`src/rfse_regs.vh`:
```
// Register offsets, field positions and reset values of the fault
// status and fault event block. Assumes a 32-bit APB register bus.
`ifndef RFSE_REGS_VH
`define RFSE_REGS_VH

// ----------------------------------------------------------------
// Register byte offsets
// ----------------------------------------------------------------
`define RFSE_OFS_FAULT_STATUS 12'h034
`define RFSE_OFS_FAULT_EVENT_CONTROL 12'h038
`define RFSE_OFS_IRQ_STATUS 12'h050
`define RFSE_OFS_IRQ_MASK 12'h054

// ----------------------------------------------------------------
// Fault status fields
// ----------------------------------------------------------------
`define RFSE_FS_PRIMARY_OVERFLOW 0
`define RFSE_FS_PRIMARY_PENDING 1
`define RFSE_FS_ADVANCED_OVERFLOW 2
`define RFSE_FS_ADVANCED_PENDING 3
`define RFSE_FS_QUEUE_ERROR 4
`define RFSE_FS_INDEX_LSB 8
`define RFSE_FS_RESET 32'h00000000

// ----------------------------------------------------------------
// Fault event control fields
// ----------------------------------------------------------------
`define RFSE_FEC_MASK_BIT 31
`define RFSE_FEC_PENDING_BIT 30
`define RFSE_FEC_RESET 32'h80000000

// ----------------------------------------------------------------
// Interrupt status and mask bits
// ----------------------------------------------------------------
`define RFSE_IRQ_QUEUE_ERROR 0
`define RFSE_IRQ_ADV_PENDING 1
`define RFSE_IRQ_ADV_OVERFLOW 2
`define RFSE_IRQ_PRI_PENDING 3
`define RFSE_IRQ_PRI_OVERFLOW 4
`define RFSE_IRQ_MSG_SENT 5
`define RFSE_IRQ_W 6
`define RFSE_IRQ_MASK_RESET 6'h00

`endif

```
`src/rfse_w1c_flag.v`:
```
// Sticky flag: set by hardware, cleared by a write of one.
// Assumes set and clear are single-cycle strobes on clk_in.
module rfse_w1c_flag #(
  parameter IMPL = 1
) (
  // Clock and reset
  input wire clk_in,
  input wire nrst_in,
  // Set and clear strobes
  input wire set_in,
  input wire clr_in,
  // Flag
  output reg flag_out
);

  // Set wins over a clear in the same cycle
  always @(posedge clk_in or negedge nrst_in)
  begin
    if (!nrst_in)
      flag_out <= 1'b0;
    else if (IMPL == 0)
      flag_out <= 1'b0;
    else if (set_in)
      flag_out <= 1'b1;
    else if (clr_in)
      flag_out <= 1'b0;
  end

endmodule

```
`src/rfse_apb_if.v`:
```
// APB slave handshake: one wait state, registered read data.
// Assumes the top decodes the address and supplies read data.
module rfse_apb_if (
  // Clock and reset
  input wire clk_in,
  input wire nrst_in,
  // APB control
  input wire psel_in,
  input wire penable_in,
  input wire pwrite_in,
  // Decode from the register file
  input wire hit_in,
  input wire [31:0] rdata_in,
  // APB answer
  output reg pready_out,
  output reg [31:0] prdata_out,
  output reg pslverr_out,
  // Write strobe, valid at the completing edge
  output wire wr_stb_out
);

  wire access;

  assign access = psel_in & penable_in & ~pready_out;
  assign wr_stb_out = psel_in & penable_in & pready_out & pwrite_in &
    hit_in;

  // ----------------------------------------------------------------
  // Answer one cycle into the access phase
  // ----------------------------------------------------------------
  always @(posedge clk_in or negedge nrst_in)
  begin
    if (!nrst_in)
    begin
      pready_out <= 1'b0;
      prdata_out <= 32'h00000000;
      pslverr_out <= 1'b0;
    end
    else
    begin
      pready_out <= access;
      if (access)
      begin
        prdata_out <= (hit_in && !pwrite_in) ? rdata_in : 32'h00000000;
        pslverr_out <= ~hit_in;
      end
      else
      begin
        pslverr_out <= 1'b0;
      end
    end
  end

endmodule

```
`src/rfse_top.v`:
```
// Fault status flags and fault event signalling of a remapping unit.
// Assumes an APB master on clk_in and fault sources synchronous to it.
`include "rfse_regs.vh"

// What this block does
// - Set queue error on fetch or descriptor error
// - Queue error may raise a fault event
// - Queue error reserved without queued invalidation
// - First advanced record sets pending, raises event
// - Write one clears advanced pending flag
// - Advanced overflow sets flag, event, w1c
// - Advanced flags reserved: feature not supported
// - Primary pending is OR of record flags
// - Record index updated when pending set
// - Primary pending set raises a fault event
// - Record overflow sets primary overflow flag
// - Primary overflow cleared only by write one
// - Event control register resets to 80000000h
// - No event message while mask bit set
// - Pending bit set on each new condition
// - Index names record of first pending fault
module rfse_top #(
  parameter NFR = 8,
  parameter IDX_W = 8,
  parameter QI_SUPPORT = 1,
  parameter ADV_SUPPORT = 0
) (
  // Clock and reset
  input wire clk_in,
  input wire nrst_in,
  // APB slave
  input wire psel_in,
  input wire penable_in,
  input wire pwrite_in,
  input wire [11:0] paddr_in,
  input wire [31:0] pwdata_in,
  output wire pready_out,
  output wire [31:0] prdata_out,
  output wire pslverr_out,
  // Invalidation queue errors
  input wire iq_fetch_err_in,
  input wire iq_desc_err_in,
  // Advanced fault log events
  input wire adv_first_rec_in,
  input wire adv_overflow_in,
  // Fault recording registers
  input wire [NFR-1:0] fault_flags_in,
  input wire rec_overflow_in,
  // Fault event message and interrupt
  output reg fault_msg_out,
  output reg irq_out
);

  // ----------------------------------------------------------------
  // Declarations
  // ----------------------------------------------------------------
  wire wr_stb;
  wire sel_status;
  wire sel_control;
  wire sel_ists;
  wire sel_imask;
  reg hit;
  reg [31:0] rdata;

  wire queue_error_flag;
  wire advanced_pending_flag;
  wire advanced_overflow_flag;
  wire primary_overflow_flag;
  reg primary_pending_flag;
  reg [IDX_W-1:0] fault_record_index;
  reg [IDX_W-1:0] next_index;

  reg event_mask_bit;
  reg event_pending_bit;
  reg next_pending;

  wire qe_set;
  wire ap_set;
  wire ao_set;
  wire pp_any;
  wire pp_rise;
  wire qe_new;
  wire ap_new;
  wire ao_new;
  wire po_new;
  wire new_cond;
  wire msg_send;
  wire any_flag;
  wire status_wr;

  wire [`RFSE_IRQ_W-1:0] irq_events;
  wire [`RFSE_IRQ_W-1:0] irq_status;
  reg [`RFSE_IRQ_W-1:0] irq_mask;

  integer i;

  localparam [31:0] FEC_RESET_VAL = `RFSE_FEC_RESET;

  // ----------------------------------------------------------------
  // APB handshake
  // ----------------------------------------------------------------
  rfse_apb_if u_apb (
    .clk_in(clk_in),
    .nrst_in(nrst_in),
    .psel_in(psel_in),
    .penable_in(penable_in),
    .pwrite_in(pwrite_in),
    .hit_in(hit),
    .rdata_in(rdata),
    .pready_out(pready_out),
    .prdata_out(prdata_out),
    .pslverr_out(pslverr_out),
    .wr_stb_out(wr_stb)
  );

  assign sel_status = (paddr_in == `RFSE_OFS_FAULT_STATUS);
  assign sel_control = (paddr_in == `RFSE_OFS_FAULT_EVENT_CONTROL);
  assign sel_ists = (paddr_in == `RFSE_OFS_IRQ_STATUS);
  assign sel_imask = (paddr_in == `RFSE_OFS_IRQ_MASK);
  assign status_wr = wr_stb & sel_status;

  // ----------------------------------------------------------------
  // Address decode and read mux
  // ----------------------------------------------------------------
  always @*
  begin
    hit = 1'b1;
    rdata = 32'h00000000;
    if (sel_status)
    begin
      rdata[`RFSE_FS_PRIMARY_OVERFLOW] = primary_overflow_flag;
      rdata[`RFSE_FS_PRIMARY_PENDING] = primary_pending_flag;
      rdata[`RFSE_FS_ADVANCED_OVERFLOW] = advanced_overflow_flag;
      rdata[`RFSE_FS_ADVANCED_PENDING] = advanced_pending_flag;
      rdata[`RFSE_FS_QUEUE_ERROR] = queue_error_flag;
      rdata[`RFSE_FS_INDEX_LSB +: IDX_W] = fault_record_index;
    end
    else if (sel_control)
    begin
      rdata[`RFSE_FEC_MASK_BIT] = event_mask_bit;
      rdata[`RFSE_FEC_PENDING_BIT] = event_pending_bit;
    end
    else if (sel_ists)
    begin
      rdata[`RFSE_IRQ_W-1:0] = irq_status;
    end
    else if (sel_imask)
    begin
      rdata[`RFSE_IRQ_W-1:0] = irq_mask;
    end
    else
    begin
      hit = 1'b0;
    end
  end

  // ----------------------------------------------------------------
  // Write-one-to-clear status flags
  // ----------------------------------------------------------------
  assign qe_set = iq_fetch_err_in | iq_desc_err_in;
  assign ap_set = adv_first_rec_in & ~advanced_pending_flag;
  assign ao_set = adv_overflow_in;

  // Reserved when queued invalidation is absent
  rfse_w1c_flag #(
    .IMPL(QI_SUPPORT)
  ) u_queue_error (
    .clk_in(clk_in),
    .nrst_in(nrst_in),
    .set_in(qe_set),
    .clr_in(status_wr & pwdata_in[`RFSE_FS_QUEUE_ERROR]),
    .flag_out(queue_error_flag)
  );

  // Advanced logging absent by default: flags read as zero
  rfse_w1c_flag #(
    .IMPL(ADV_SUPPORT)
  ) u_adv_pending (
    .clk_in(clk_in),
    .nrst_in(nrst_in),
    .set_in(ap_set),
    .clr_in(status_wr & pwdata_in[`RFSE_FS_ADVANCED_PENDING]),
    .flag_out(advanced_pending_flag)
  );

  rfse_w1c_flag #(
    .IMPL(ADV_SUPPORT)
  ) u_adv_overflow (
    .clk_in(clk_in),
    .nrst_in(nrst_in),
    .set_in(ao_set),
    .clr_in(status_wr & pwdata_in[`RFSE_FS_ADVANCED_OVERFLOW]),
    .flag_out(advanced_overflow_flag)
  );

  // Only a write of one clears; set wins over clear
  rfse_w1c_flag #(
    .IMPL(1)
  ) u_pri_overflow (
    .clk_in(clk_in),
    .nrst_in(nrst_in),
    .set_in(rec_overflow_in),
    .clr_in(status_wr & pwdata_in[`RFSE_FS_PRIMARY_OVERFLOW]),
    .flag_out(primary_overflow_flag)
  );

  // ----------------------------------------------------------------
  // Primary pending flag and record index
  // ----------------------------------------------------------------
  assign pp_any = |fault_flags_in;
  assign pp_rise = pp_any & ~primary_pending_flag;

  // Lowest flagged record is taken as the first pending one
  always @*
  begin
    next_index = fault_record_index;
    for (i = NFR - 1; i >= 0; i = i - 1)
    begin
      if (fault_flags_in[i])
        next_index = i[IDX_W-1:0];
    end
  end

  always @(posedge clk_in or negedge nrst_in)
  begin
    if (!nrst_in)
    begin
      primary_pending_flag <= 1'b0;
      fault_record_index <= {IDX_W{1'b0}};
    end
    else
    begin
      primary_pending_flag <= pp_any;
      if (pp_rise)
        fault_record_index <= next_index;
    end
  end

  // ----------------------------------------------------------------
  // Fault event control and message
  // ----------------------------------------------------------------
  // New condition only when a flag goes from clear to set
  assign qe_new = (QI_SUPPORT != 0) & qe_set & ~queue_error_flag;
  assign ap_new = (ADV_SUPPORT != 0) & ap_set;
  assign ao_new = (ADV_SUPPORT != 0) & ao_set &
    ~advanced_overflow_flag;
  assign po_new = rec_overflow_in & ~primary_overflow_flag;
  assign new_cond = qe_new | ap_new | ao_new | pp_rise;
  assign msg_send = event_pending_bit & ~event_mask_bit;
  assign any_flag = primary_pending_flag | queue_error_flag |
    advanced_pending_flag | advanced_overflow_flag;

  always @*
  begin
    next_pending = event_pending_bit;
    if (new_cond)
      next_pending = 1'b1;
    else if (msg_send)
      next_pending = 1'b0;
    else if (!any_flag)
      next_pending = 1'b0;
  end

  always @(posedge clk_in or negedge nrst_in)
  begin
    if (!nrst_in)
    begin
      event_mask_bit <= FEC_RESET_VAL[`RFSE_FEC_MASK_BIT];
      event_pending_bit <= 1'b0;
      fault_msg_out <= 1'b0;
    end
    else
    begin
      if (wr_stb && sel_control)
        event_mask_bit <= pwdata_in[`RFSE_FEC_MASK_BIT];
      event_pending_bit <= next_pending;
      fault_msg_out <= msg_send;
    end
  end

  // ----------------------------------------------------------------
  // Interrupt status, mask and output
  // ----------------------------------------------------------------
  assign irq_events[`RFSE_IRQ_QUEUE_ERROR] = qe_new;
  assign irq_events[`RFSE_IRQ_ADV_PENDING] = ap_new;
  assign irq_events[`RFSE_IRQ_ADV_OVERFLOW] = ao_new;
  assign irq_events[`RFSE_IRQ_PRI_PENDING] = pp_rise;
  assign irq_events[`RFSE_IRQ_PRI_OVERFLOW] = po_new;
  assign irq_events[`RFSE_IRQ_MSG_SENT] = msg_send;

  genvar g;
  generate
    for (g = 0; g < `RFSE_IRQ_W; g = g + 1)
    begin : g_irq
      rfse_w1c_flag #(
        .IMPL(1)
      ) u_ist (
        .clk_in(clk_in),
        .nrst_in(nrst_in),
        .set_in(irq_events[g]),
        .clr_in(wr_stb & sel_ists & pwdata_in[g]),
        .flag_out(irq_status[g])
      );
    end
  endgenerate

  always @(posedge clk_in or negedge nrst_in)
  begin
    if (!nrst_in)
    begin
      irq_mask <= `RFSE_IRQ_MASK_RESET;
      irq_out <= 1'b0;
    end
    else
    begin
      if (wr_stb && sel_imask)
        irq_mask <= pwdata_in[`RFSE_IRQ_W-1:0];
      irq_out <= |(irq_status & irq_mask);
    end
  end

endmodule

```
`config.mk`:
```
export PLATFORM = sky130hd
export DESIGN_NAME = rfse_top
export DESIGN_NICKNAME = d
export VERILOG_FILES = /design/src/rfse_w1c_flag.v /design/src/rfse_apb_if.v /design/src/rfse_top.v
export VERILOG_INCLUDE_DIRS = /design/src /design/src/src
export SDC_FILE = /design/constraint.sdc
export NUM_CORES = 1
export LEC_CHECK = 0
export BUFFER_PORTS_ARGS = -buffer_cell sky130_fd_sc_hd__buf_2
export CORE_AREA = 2 2 57 73
export CTS_CLUSTER_SIZE = 30
export DETAILED_ROUTE_END_ITERATION = 10
export DIE_AREA = 0 0 59 75
export PLACE_DENSITY = 0.82
export SLEW_MARGIN = 40
export SYNTH_ARGS = -nofsm -noshare
export SYNTH_HDL_FRONTEND = slang
export SYNTH_SLANG_ARGS = --single-unit
export TNS_END_PERCENT = 50
```
`constraint.sdc`:
```
create_clock -name clk_in -period 3.65 [get_ports clk_in]
set_input_delay 0.5475 -clock clk_in [delete_from_list [all_inputs] [get_ports clk_in]]
set_output_delay 0.5475 -clock clk_in [all_outputs]
set_load 0.02 [all_outputs]
```
==> reports/results.txt, run 1 <==
Routability Congestion: 0.772
Crit path capture type: flop
Overall power: 0.712 mW
Routed len/inst: 13.5 um
Number of synthesized flops with an enable pin: 0
Max cap viols: 0
ANT cells: 0
Most common cell in the synthesized netlist: dfrtp_1
Core Region: 0.00369 mm2
P&R area growth vs syn: 17.0%
1st-pass router iterations: 4
Maximum vdd drop: 225 uV
Worst R2R Path Depth: 3
Final Hold Vio Count: 0
Ys flop type: dfrtp_1
Die Y: 75 um
# hold bufs at CTS: 0
H-tree levels: 2
R2r startpoint: u_apb.pready_out$_DFF_PN0_
First-pass GRT wire length: 5510 um
TNS Setup: 0 ns
Slew Viols, Final: 0
Yosys top cell area share: 48.2%
Worst rel slew slack: 51.0%
Clock share of power: 35.9%
FMAX: 509 MHz
Vias in the first global route: 1182
Grt ovf: 0
Share of flip-flops with an asynchronous set or reset: 100%
RR Endpoint: u_apb.prdata_out[1]$_DFFE_PN0P_
Largest net degree at the start of global routing: 34
Post-Syn Instances: 154
Post-CTS resize count: 0
Commonest cells in the netlist: 32 x dfrtp_1, 21 x buf_4, 20 x nand2_1, 9 x mux2_2, 6 x nor2_1
Clock Path Buffers: 2
Die X: 59 um
Reg power frac: 53.0%
RSZ-0062 raised after global routing: no
Drt first-iter violations: 41
Synth area leader: dfrtp_1
Worst-Skew Late Latency: 0.28 ns
DRC: 0
Post-synthesis average cell area: 10.8 um2
Final Critical Period: 1.96 ns
Global Route Usage Sum: 16.8%
Cell Int Power: 0.535 mW
Critical path data arrival time: 2.13 ns
Final WL: 3340 um
Worst-path maximum fanout: 10
Psw: 0.177 mW
Combinational share of power: 11.1%
DP HPWL: 2570 um
Die area: 0.00443 mm2
Starting Density: 45.0%
Antenna Nets Post-Route: 0
Status: finished, final reports clean
Reg2reg setup slack: 2.02 ns
Sequential area share after synthesis: 49.8%
Core Rows: 25
Number of CTS-inserted buffers: 5
Setup bufs post-CTS: 0
Sw Ratio: 24.8%
TritonCTS clock tree: yes
Share of layout cells above drive strength 1: 36.7%
# port buffers: 49
Ys Warns: 0
Initial antenna violation count: 0
Hold WC Path Type: input port to asynchronous set/reset pin
Clock skew: 0.00590 ns
Setup violators final: 0
Synth cell types: 44
Clock root cell: clkbuf_8
Worst-path clk slew: 0.06 ns
Via count: 1272
Leak pwr: 0.958 nW
CP startpoint kind: input port
CTS sink count: 33
Crit path required time: 3.82 ns
Number of I/O pins: 98
Synth Cell Area: 0.00166 mm2
Pwr/cell area: 366 mW/mm2
Synth top area cells: dfrtp_1 48%, buf_4 9.5%, mux2_2 6.1%, nand2_1 4.5%, a32o_1 1.8%
Drt via density: 5.15
Final period util: 53.8%
FILL cells: 349
Seq cells post-synth: 33
Slew of the pin with the lowest slew margin: 0.735 ns
Layout net count: 268
CP Class: input port to flop
==> layer usage <==
metal / up-vias / routed length (um) / track usage [%]
met5: - / 0 / 0
met4: 0 / 69 / 6.06
met3: 7 / 249 / 6.70
met2: 53 / 1670 / 26.8
met1: 593 / 1350 / 20.5
li1: 619 / - / -
==> worst max path at each step <==
| stage | end | startpoint | cells past startpoint | slack [ns] |
|---|---|---|---|---|
| after floorplan | g_irq[4].u_ist.flag_out$_DFFE_PN0P_ | paddr_in[2] | 5 | 1.64 |
| after global placement | irq_mask[1]$_DFFE_PN0P_ | paddr_in[11] | 5 | 1.40 |
| after detailed placement | irq_mask[5]$_DFFE_PN0P_ | paddr_in[11] | 5 | 1.41 |
| after CTS | g_irq[4].u_ist.flag_out$_DFFE_PN0P_ | paddr_in[2] | 5 | 1.70 |
| after global routing | g_irq[4].u_ist.flag_out$_DFFE_PN0P_ | paddr_in[2] | 5 | 1.60 |
| final | g_irq[4].u_ist.flag_out$_DFFE_PN0P_ | paddr_in[2] | 5 | 1.69 |
==> power groups by stage <==
stage / Clock (mW) / Combinational, mW / Sequential, mW
6_report: 0.255 / 0.0788 / 0.378
2_1_floorplan: 0 / 0.0599 / 0.385
4_1_cts: 0.263 / 0.0790 / 0.377
3_5_place_dp: 0 / 0.0786 / 0.384
5_1_grt: 0.277 / 0.0879 / 0.378
3_3_place_gp: 0 / 0.0770 / 0.384
==> critical path, stage by stage <==
cell,delay (ns)
buf_2,0.17
or4b_2,0.71
nor4_2,0.39
nand2_1,0.11
a22o_1,0.19
==> through the flow <==
step	hold slack, ns	std cells	cell area, um2	utilization (%)	worst slack, ns
after floorplan	0.252	174	1740	-	1.64
after global placement	0.460	239	1860	50.5	1.40
after detailed placement	0.467	239	1860	50.5	1.41
after CTS	0.340	247	1940	52.7	1.70
after global routing	0.373	247	1940	52.7	1.60
final	0.323	247	1940	52.7	1.69
==> cells in the final DEF, fill, tap and decap left out, types with 3 or more instances in the layout <==
master and count:
dfrtp_1 32, nor2_1 6, a21o_1 3, clkbuf_1 3, buf_2 49, clkbuf_8 5, a32o_1 3, nand2_1 20
mux2_2 9, a22oi_1 4, conb_1 21, o21ai_1 3, inv_1 3, o21ai_0 5
==> logic make-up after synthesis <==
kind of cell,Yosys count,share of synthesized area (%)
muxes,11,7.30
other,1,0.226
DFF,33,49.8
buffers and inverters,28,11.2
and+or+nand+nor,50,18.1
AOI/OAI and AO/OA,31,13.3
==> sequential cells by signal, summed over array words and instances (netlist names) <==
register                 count
event_mask_bit               1
event_pending_bit            1
fault_msg_out                1
fault_record_index           3
g_irq.u_ist.flag_out         4
irq_mask                     6
irq_out                      1
primary_pending_flag         1
u_apb.prdata_out            11
u_apb.pready_out             1
u_apb.pslverr_out            1
u_pri_overflow.flag_out      1
u_queue_error.flag_out       1
==> final cells by class <==
type | instances | area (um2) | share of cell area [%]
Clock buffer | 8 | 80.1 | 4.12
Sequential cell | 33 | 827 | 42.5
Tap cell | 40 | 50.0 | 2.57
Inverter | 3 | 11.3 | 0.579
Multi-Input combinational cell | 113 | 723 | 37.2
Timing Repair Buffer | 50 | 253 | 13.0
No activity file was read; power rests on OpenSTA's default activity.
==> run 2: changes to the inputs <==
Settings changed: ABC_AREA from default to 1, CORE_AREA 2 2 57 73 to 2 2 61 78, DIE_AREA 0 0 59 75 to 0 0 63 80, PLACE_DENSITY 0.82 to 0.79.
Clock period 3.65 ns to 2 ns, I/O delays scaled along.
==> run 2 against run 1 <==
  * Utilization shrank 2.0 points
  * Register-to-register slack got worse by 1.3 ns
  * Clock power up 87%
  * Worst setup slack got worse by 1.1 ns
  * Count of clock-buffer cells in the layout decreased by 2
  * Power increased by 83%
  * Flip-flop and latch count stayed put
  * Via count up 30%
  * Largest cell class unchanged
  * Largest power group unchanged
==> reports/results.txt, run 2 <==
Max cap viols: 0 (unchanged)
Seq cells post-synth: 33 (unchanged)
Cell area after layout: 0.00218 mm2 (was 0.00194 mm2)
Critical path's largest stage delay: 0.23 ns (was 0.71 ns)
Reg2reg setup slack: 0.72 ns (was 2.02 ns)
Reg with most FFs: u_apb.prdata_out (unchanged)
CP max stage cell: nand3_2 (was or4b_2)
Grt ovf: 0 (unchanged)
FMAX: 723 MHz
Post-synthesis average cell area: 7.61 um2 (was 10.8 um2)
Starting Density: 43.8% (was 45.0%)
Commonest non-fill, non-tap cell in the layout: nand2_1 (was buf_2)
# hold bufs at CTS: 0 (unchanged)
Worst R2R Path Depth: 5 (was 3)
Worst-path clk slew: 0.07 ns (was 0.06 ns)
Gr busiest metal: met2 (unchanged)
Synth top area cells: dfrtp_1 43%, nand2_1 16%, buf_4 8.4%, inv_1 6.0%, nor2_1 3.4% (was dfrtp_1 48%, buf_4 9.5%, mux2_2 6.1%, nand2_1 4.5%, a32o_1 1.8%)
Sequential area share after synthesis: 44.0% (was 49.8%)
Largest regs: u_apb.prdata_out (11), irq_mask (6), g_irq.u_ist.flag_out (4) (unchanged)
Share of layout cells above drive strength 1: 25.6% (was 36.7%)
Most frequent cells in the layout: 78 x nand2_1, 49 x buf_2, 32 x dfrtp_1 (was 49 x buf_2, 32 x dfrtp_1, 21 x conb_1)
# port buffers: 49 (unchanged)
Maximum vdd drop: 250 uV (was 225 uV)
Final WS setup: 0.616 ns (was 1.69 ns)
Routed len/inst: 10.4 um (was 13.5 um)
Worst rel slew slack: 53.0% (was 51.0%)
DP HPWL: 2950 um (was 2570 um)
Hold slack final: 0.0567 ns (was 0.323 ns)
ANT cells: 0 (unchanged)
RR Endpoint: irq_mask[5]$_DFFE_PN0P_ (was u_apb.prdata_out[1]$_DFFE_PN0P_)
Kind of cell adding the most delay to the critical path: simple AND/OR/NAND/NOR gates (unchanged)
CP Class: input port to flop (unchanged)
CP startpoint kind: input port (unchanged)
Worst-Skew Late Latency: 0.29 ns (was 0.28 ns)
Clock skew: 0.00570 ns (was 0.00590 ns)
Crit path required time: 2.17 ns (was 3.82 ns)
Most common cell in the synthesized netlist: nand2_1 (was dfrtp_1)
Worst-path maximum fanout: 12 (was 10)
Initial antenna violation count: 0 (unchanged)
TritonCTS clock tree: yes (unchanged)
CP bufs+invs: 1 (unchanged)
Share of flip-flops with an asynchronous set or reset: 100% (unchanged)
Hold WC Path Type: input port to asynchronous set/reset pin (unchanged)
Synth cell types: 28 (was 44)
Leak pwr: 1.25 nW (was 0.958 nW)
P&R area growth vs syn: 15.7% (was 17.0%)
Slew Viols, Final: 0 (unchanged)
Setup slack at placement: 0.312 ns (was 1.41 ns)
Clock Path Buffers: 2 (unchanged)
Commonest cells in the netlist: 78 x nand2_1, 32 x dfrtp_1, 30 x inv_1, 21 x buf_4, 17 x nor2_1 (was 32 x dfrtp_1, 21 x buf_4, 20 x nand2_1, 9 x mux2_2, 6 x nor2_1)
Critical path data arrival time: 1.55 ns (was 2.13 ns)
Finished Layout Cells: 359 (was 247)
Final period util: 69.2%
GR Layer Usage met1: 18.5% (was 20.5%)
H-tree levels: 2 (unchanged)
R2r startpoint: u_apb.pready_out$_DFF_PN0_ (unchanged)
Final Hold Vio Count: 0 (unchanged)
Number of CTS-inserted buffers: 5 (unchanged)
Status: finished, final reports clean (unchanged)
RSZ-0062 raised after global routing: no (unchanged)
Crit path capture type: flop (unchanged)
Met3 GRT Util: 4.09% (was 6.70%)
Die Y: 80 um (was 75 um)
Core Region: 0.00429 mm2 (was 0.00369 mm2)
Slew of the pin with the lowest slew margin: 0.705 ns (was 0.735 ns)
Synth Cell Area: 0.00188 mm2 (was 0.00166 mm2)
CP Cell Sequence: buf_2 > nor2_1 > nand2_2 > nor2_4 > o21ai_2 > nand2_4 > nand3_2 > nand2_1 > o21ai_1 (was buf_2 > or4b_2 > nor4_2 > nand2_1 > a22o_1)
Largest net degree at the start of global routing: 34 (unchanged)
Die area: 0.00504 mm2 (was 0.00443 mm2)
Ys Warns: 0 (unchanged)
1st-pass router iterations: 4 (unchanged)
Antenna Nets Post-Route: 0 (unchanged)
Ys flop type: dfrtp_1 (unchanged)
Clock root cell: clkbuf_8 (unchanged)
Routability Congestion: 0.865 (was 0.772)
Global Route Usage Sum: 17.3% (was 16.8%)
Met2 Use GR: 31.3% (was 26.8%)
DP Area: 0.00209 mm2 (was 0.00186 mm2)
Setup bufs post-CTS: 0 (unchanged)
Pwr/cell area: 598 mW/mm2 (was 366 mW/mm2)
Post-CTS resize count: 0 (unchanged)
Post-Syn Instances: 247 (was 154)
CTS sink count: 33 (unchanged)
Placed cells: 351 (was 239)
DRC: 0 (unchanged)
Die X: 63 um (was 59 um)
TNS Setup: 0 ns (unchanged)
Final WL: 3750 um (was 3340 um)
Final Critical Period: 1.38 ns
Layout net count: 362 (was 268)
Core Rows: 27 (was 25)
Number of I/O pins: 98 (unchanged)
Setup violators final: 0 (unchanged)
Drt via density: 4.62 (was 5.15)
Number of synthesized flops with an enable pin: 0 (unchanged)
First-pass GRT wire length: 6760 um (was 5510 um)
Via count: 1657 (was 1272)
Vias in the first global route: 1585 (was 1182)
Synth area leader: dfrtp_1 (unchanged)
Drt first-iter violations: 36 (was 41)
Yosys top cell area share: 42.6% (was 48.2%)
Max reg flops: 11 (unchanged)
-- run 2: worst max path at each step --
stage	to	startpoint	cells past startpoint
after global routing	irq_mask[5]$_DFFE_PN0P_	paddr_in[9]	9
after detailed placement	irq_mask[4]$_DFFE_PN0P_	paddr_in[9]	9
after global placement	irq_mask[5]$_DFFE_PN0P_	paddr_in[11]	9
after floorplan	irq_mask[0]$_DFFE_PN0P_	paddr_in[11]	9
after CTS	irq_mask[4]$_DFFE_PN0P_	paddr_in[9]	9
final	irq_mask[5]$_DFFE_PN0P_	paddr_in[9]	9
-- run 2: power by group --
group | switching [mW] | leakage [nW] | internal (mW)
sequential | 0.00616 | 0.426 | 0.678
clock | 0.237 | 0.0450 | 0.241
combinational | 0.0992 | 0.776 | 0.0414
total | 0.342 | 1.25 | 0.960
-- run 2: final cells by class --
cell class	instances	area, um2
sequential	33	827
tap	58	72.6
fill	445	2110
clock inverter	2	10.0
timing repair buffer	50	253
multi-input combinational	174	806
inverter	36	135
clock buffer	6	72.6
-- run 2: logic make-up (layout without fill, tap and decap cells) --
logic type / count (synthesis) / in the layout / synth area share (%)
AO/OA/AOI/OAI: 21 / 21 / 6.25
other: 1 / 21 / 0.199
AND/OR/NAND/NOR: 132 / 132 / 32.4
buffers and inverters: 60 / 94 / 17.2
flip-flops: 33 / 33 / 44.0
-- run 2: metal layers --
layer | share of wire [%] | vias to the layer above
li1 | - | 837
met1 | 39 | 755
met2 | 52 | 59
met3 | 5.8 | 6
met4 | 2.3 | 0
met5 | 0 | -
-- run 2: per-stage QoR --
stage,total power [mW],util [%]
finish,1.30,50.7
global route,1.36,50.7
CTS,1.32,50.7
detailed placement,0.838,48.8
global placement,0.834,48.8
floorplan,0.805,-
==> run 3: changes to the inputs <==
Clock period 2 ns to 1.3 ns, I/O delays scaled along.
==> run 3 against run 2 <==
  * Clock power rose by 100%
  * Critical path type is now flop to flop
  * Final area up 7.4%
  * Largest cell class unchanged
  * Flip-flop and latch count unchanged
  * Utilization increased by 3.7 points
  * Die area unchanged
  * Wire length up 3.7%
  * Sequential share of layout area shrank 2.6 points
  * Clock skew grew 0.0013 ns
  * Largest power group unchanged
  * Register-to-register slack lost 0.53 ns
==> reports/results.txt, run 3 (same netlist as run 2, synthesis figures left out) <==
# port buffers: 49 (unchanged)
Psw: 0.566 mW (was 0.342 mW)
Hold WC Path Type: input port to flop (was input port to asynchronous set/reset pin)
Largest regs: u_apb.prdata_out (11), irq_mask (6), g_irq.u_ist.flag_out (4) (unchanged)
Reg power frac: 46.7% (was 52.5%)
Setup bufs post-CTS: 0 (unchanged)
Sw Ratio: 25.1% (was 26.3%)
Routability Congestion: 0.863 (was 0.865)
HP Start: rec_overflow_in
Worst R2R Path Depth: 5 (unchanged)
Initial antenna violation count: 0 (unchanged)
RSZ-0062 raised after global routing: no (unchanged)
Levels on crit path: 5 (was 9)
Maximum vdd drop: 548 uV (was 250 uV)
Starting Density: 43.8% (unchanged)
Hold endpoint: u_pri_overflow.flag_out$_DFFE_PN0P_
Setup violators final: 0 (unchanged)
Global Route Usage Sum: 17.7% (was 17.3%)
CP startpoint kind: flop (was input port)
TNS Setup: 0 ns (unchanged)
Share of layout cells above drive strength 1: 29.1% (was 25.6%)
CTS sink count: 33 (unchanged)
Vias in the first global route: 1669 (was 1585)
Critical path's largest stage delay: 0.36 ns (was 0.23 ns)
ANT cells: 0 (unchanged)
RR Endpoint: irq_mask[5]$_DFFE_PN0P_ (unchanged)
Combinational share of power: 10.1% (was 10.8%)
Worst-path maximum fanout: 12 (unchanged)
Clock share of power: 43.2% (was 36.7%)
Critical path data arrival time: 1.29 ns (was 1.55 ns)
Pwr/cell area: 965 mW/mm2 (was 598 mW/mm2)
Cell Int Power: 1.69 mW (was 0.960 mW)
Drt first-iter violations: 74 (was 36)
Worst-Skew Late Latency: 0.29 ns (about the same)
Final Critical Period: 1.11 ns
P&R area growth vs syn: 24.2% (was 15.7%)
Clock root cell: clkbuf_8 (unchanged)
Core Region: 0.00429 mm2 (unchanged)
Final Hold Vio Count: 0 (unchanged)
Grt ovf: 0 (unchanged)
Largest net degree at the start of global routing: 34 (unchanged)
CP Cell Sequence: nand3_1 > inv_1 > nand3_2 > nand2_1 > o21ai_1 (was buf_2 > nor2_1 > nand2_2 > nor2_4 > o21ai_2 > nand2_4 > nand3_2 > nand2_1 > o21ai_1)
Clock Path Buffers: 2 (unchanged)
Max cap viols: 0 (unchanged)
1st-pass router iterations: 4 (unchanged)
Kind of cell adding the most delay to the critical path: simple AND/OR/NAND/NOR gates (unchanged)
CP Class: flop to flop (was input port to flop)
Core Rows: 27 (unchanged)
DRC: 0 (unchanged)
Final WL: 3880 um (was 3750 um)
Slew Viols, Final: 0 (unchanged)
Hold slack final: 0.0879 ns (was 0.0567 ns)
Most frequent cells in the layout: 78 x nand2_1, 49 x buf_2, 32 x dfrtp_1 (unchanged)
Placed cells: 365 (was 351)
Die Y: 80 um (unchanged)
Clock skew: 0.00705 ns (was 0.00570 ns)
Drt via density: 4.58 (was 4.62)
R2r startpoint: u_apb.pready_out$_DFF_PN0_ (unchanged)
Final period util: 85.6%
Setup slack at placement: -0.104 ns (was 0.312 ns)
Routed len/inst: 10.4 um (about the same)
Via count: 1712 (was 1657)
Die X: 63 um (unchanged)
CP bufs+invs: 1 (unchanged)
Reg2reg setup slack: 0.19 ns (was 0.72 ns)
FILL cells: 434 (was 445)
Number of I/O pins: 98 (unchanged)
Layout net count: 377 (was 362)
CP max stage cell: dfrtp_1 (was nand3_2)
Status: finished, final reports clean (unchanged)
Die area: 0.00504 mm2 (unchanged)
Crit path required time: 1.48 ns (was 2.17 ns)
Antenna Nets Post-Route: 0 (unchanged)
Commonest non-fill, non-tap cell in the layout: nand2_1 (unchanged)
Leak pwr: 1.33 nW (was 1.25 nW)
Number of CTS-inserted buffers: 5 (unchanged)
FMAX: 898 MHz
Finished Layout Cells: 374 (was 359)
First-pass GRT wire length: 7000 um (was 6760 um)
WHS Path Cells: 3
Worst-path clk slew: 0.07 ns (about the same)
DP HPWL: 3040 um (was 2950 um)
H-tree levels: 2 (unchanged)
Max reg flops: 11 (unchanged)
Reg with most FFs: u_apb.prdata_out (unchanged)
Final WS setup: 0.187 ns (was 0.616 ns)
TritonCTS clock tree: yes (unchanged)
Crit path capture type: flop (unchanged)
[run 3: cell count changes in the layout (fill, tap and decap cells not counted)]
cell,change
clkinv_4,+1
buf_4,+13
clkinv_2,-2
clkinvlp_4,+1
clkbuf_1,-1
buf_12,+1
dlygate4sd3_1,+1
bufinv_16,+1
[run 3: metal layers]
metal,part of all wire [%],up-vias,global-route usage (%)
met5,0,-,0
met1,40,782,19.2
met4,3.7,0,11.3
li1,-,867,-
met2,51,52,31.4
met3,5.5,11,3.67
[run 3: what timing repair did]
| item | CTS | global route |
|---|---|---|
| endpoints found under the hold margin | 32 | 0 |
| gates resized for setup | 0 | 0 |
| setup endpoints to repair | 0 | 0 |
| hold buffers | 1 | 0 |
[run 3: power groups by stage]
| stage | clock network (mW) | logic (mW) | registers, mW |
|---|---|---|---|
| floorplan | 0 | 0.165 | 1.07 |
| global placement | 0 | 0.222 | 1.07 |
| detailed placement | 0 | 0.227 | 1.07 |
| CTS | 0.997 | 0.230 | 1.05 |
| global route | 1.04 | 0.260 | 1.05 |
| finish | 0.974 | 0.228 | 1.05 |
[run 3: worst min-delay path: cells and delay by family]
kind | cells | cell delay (ns)
buffers and inverters | 2 | 0.11
AND/OR/NAND/NOR | 1 | 0.05
[run 3: worst max path at each step]
stage / from / end / slack (ns)
2_1_floorplan: paddr_in[11] / irq_mask[0]$_DFFE_PN0P_ / 0.10
3_3_place_gp: paddr_in[11] / irq_mask[2]$_DFFE_PN0P_ / -0.06
3_5_place_dp: paddr_in[11] / irq_mask[5]$_DFFE_PN0P_ / -0.10
4_1_cts: u_apb.pready_out$_DFF_PN0_ / irq_mask[5]$_DFFE_PN0P_ / 0.17
5_1_grt: u_apb.pready_out$_DFF_PN0_ / irq_mask[5]$_DFFE_PN0P_ / 0.06
6_report: u_apb.pready_out$_DFF_PN0_ / irq_mask[5]$_DFFE_PN0P_ / 0.19
[run 3: layout make-up]
class	instances	area (um2)	share of cell area (%)
multi-input combinational	174	806	34.5
clock inverter	3	46.3	1.98
tap	58	72.6	3.11
sequential	33	827	35.4
clock buffer	5	68.8	2.95
inverter	36	135	5.78
timing repair buffer	65	380	16.3
[run 3: through the flow]
stage / util, % / total power [mW] / area (um2)
finish: 54.4 / 2.25 / 2340
global route: 54.4 / 2.35 / 2340
CTS: 54.4 / 2.28 / 2340
detailed placement: 51.5 / 1.30 / 2210
global placement: 51.5 / 1.29 / 2210
floorplan: - / 1.24 / 1960
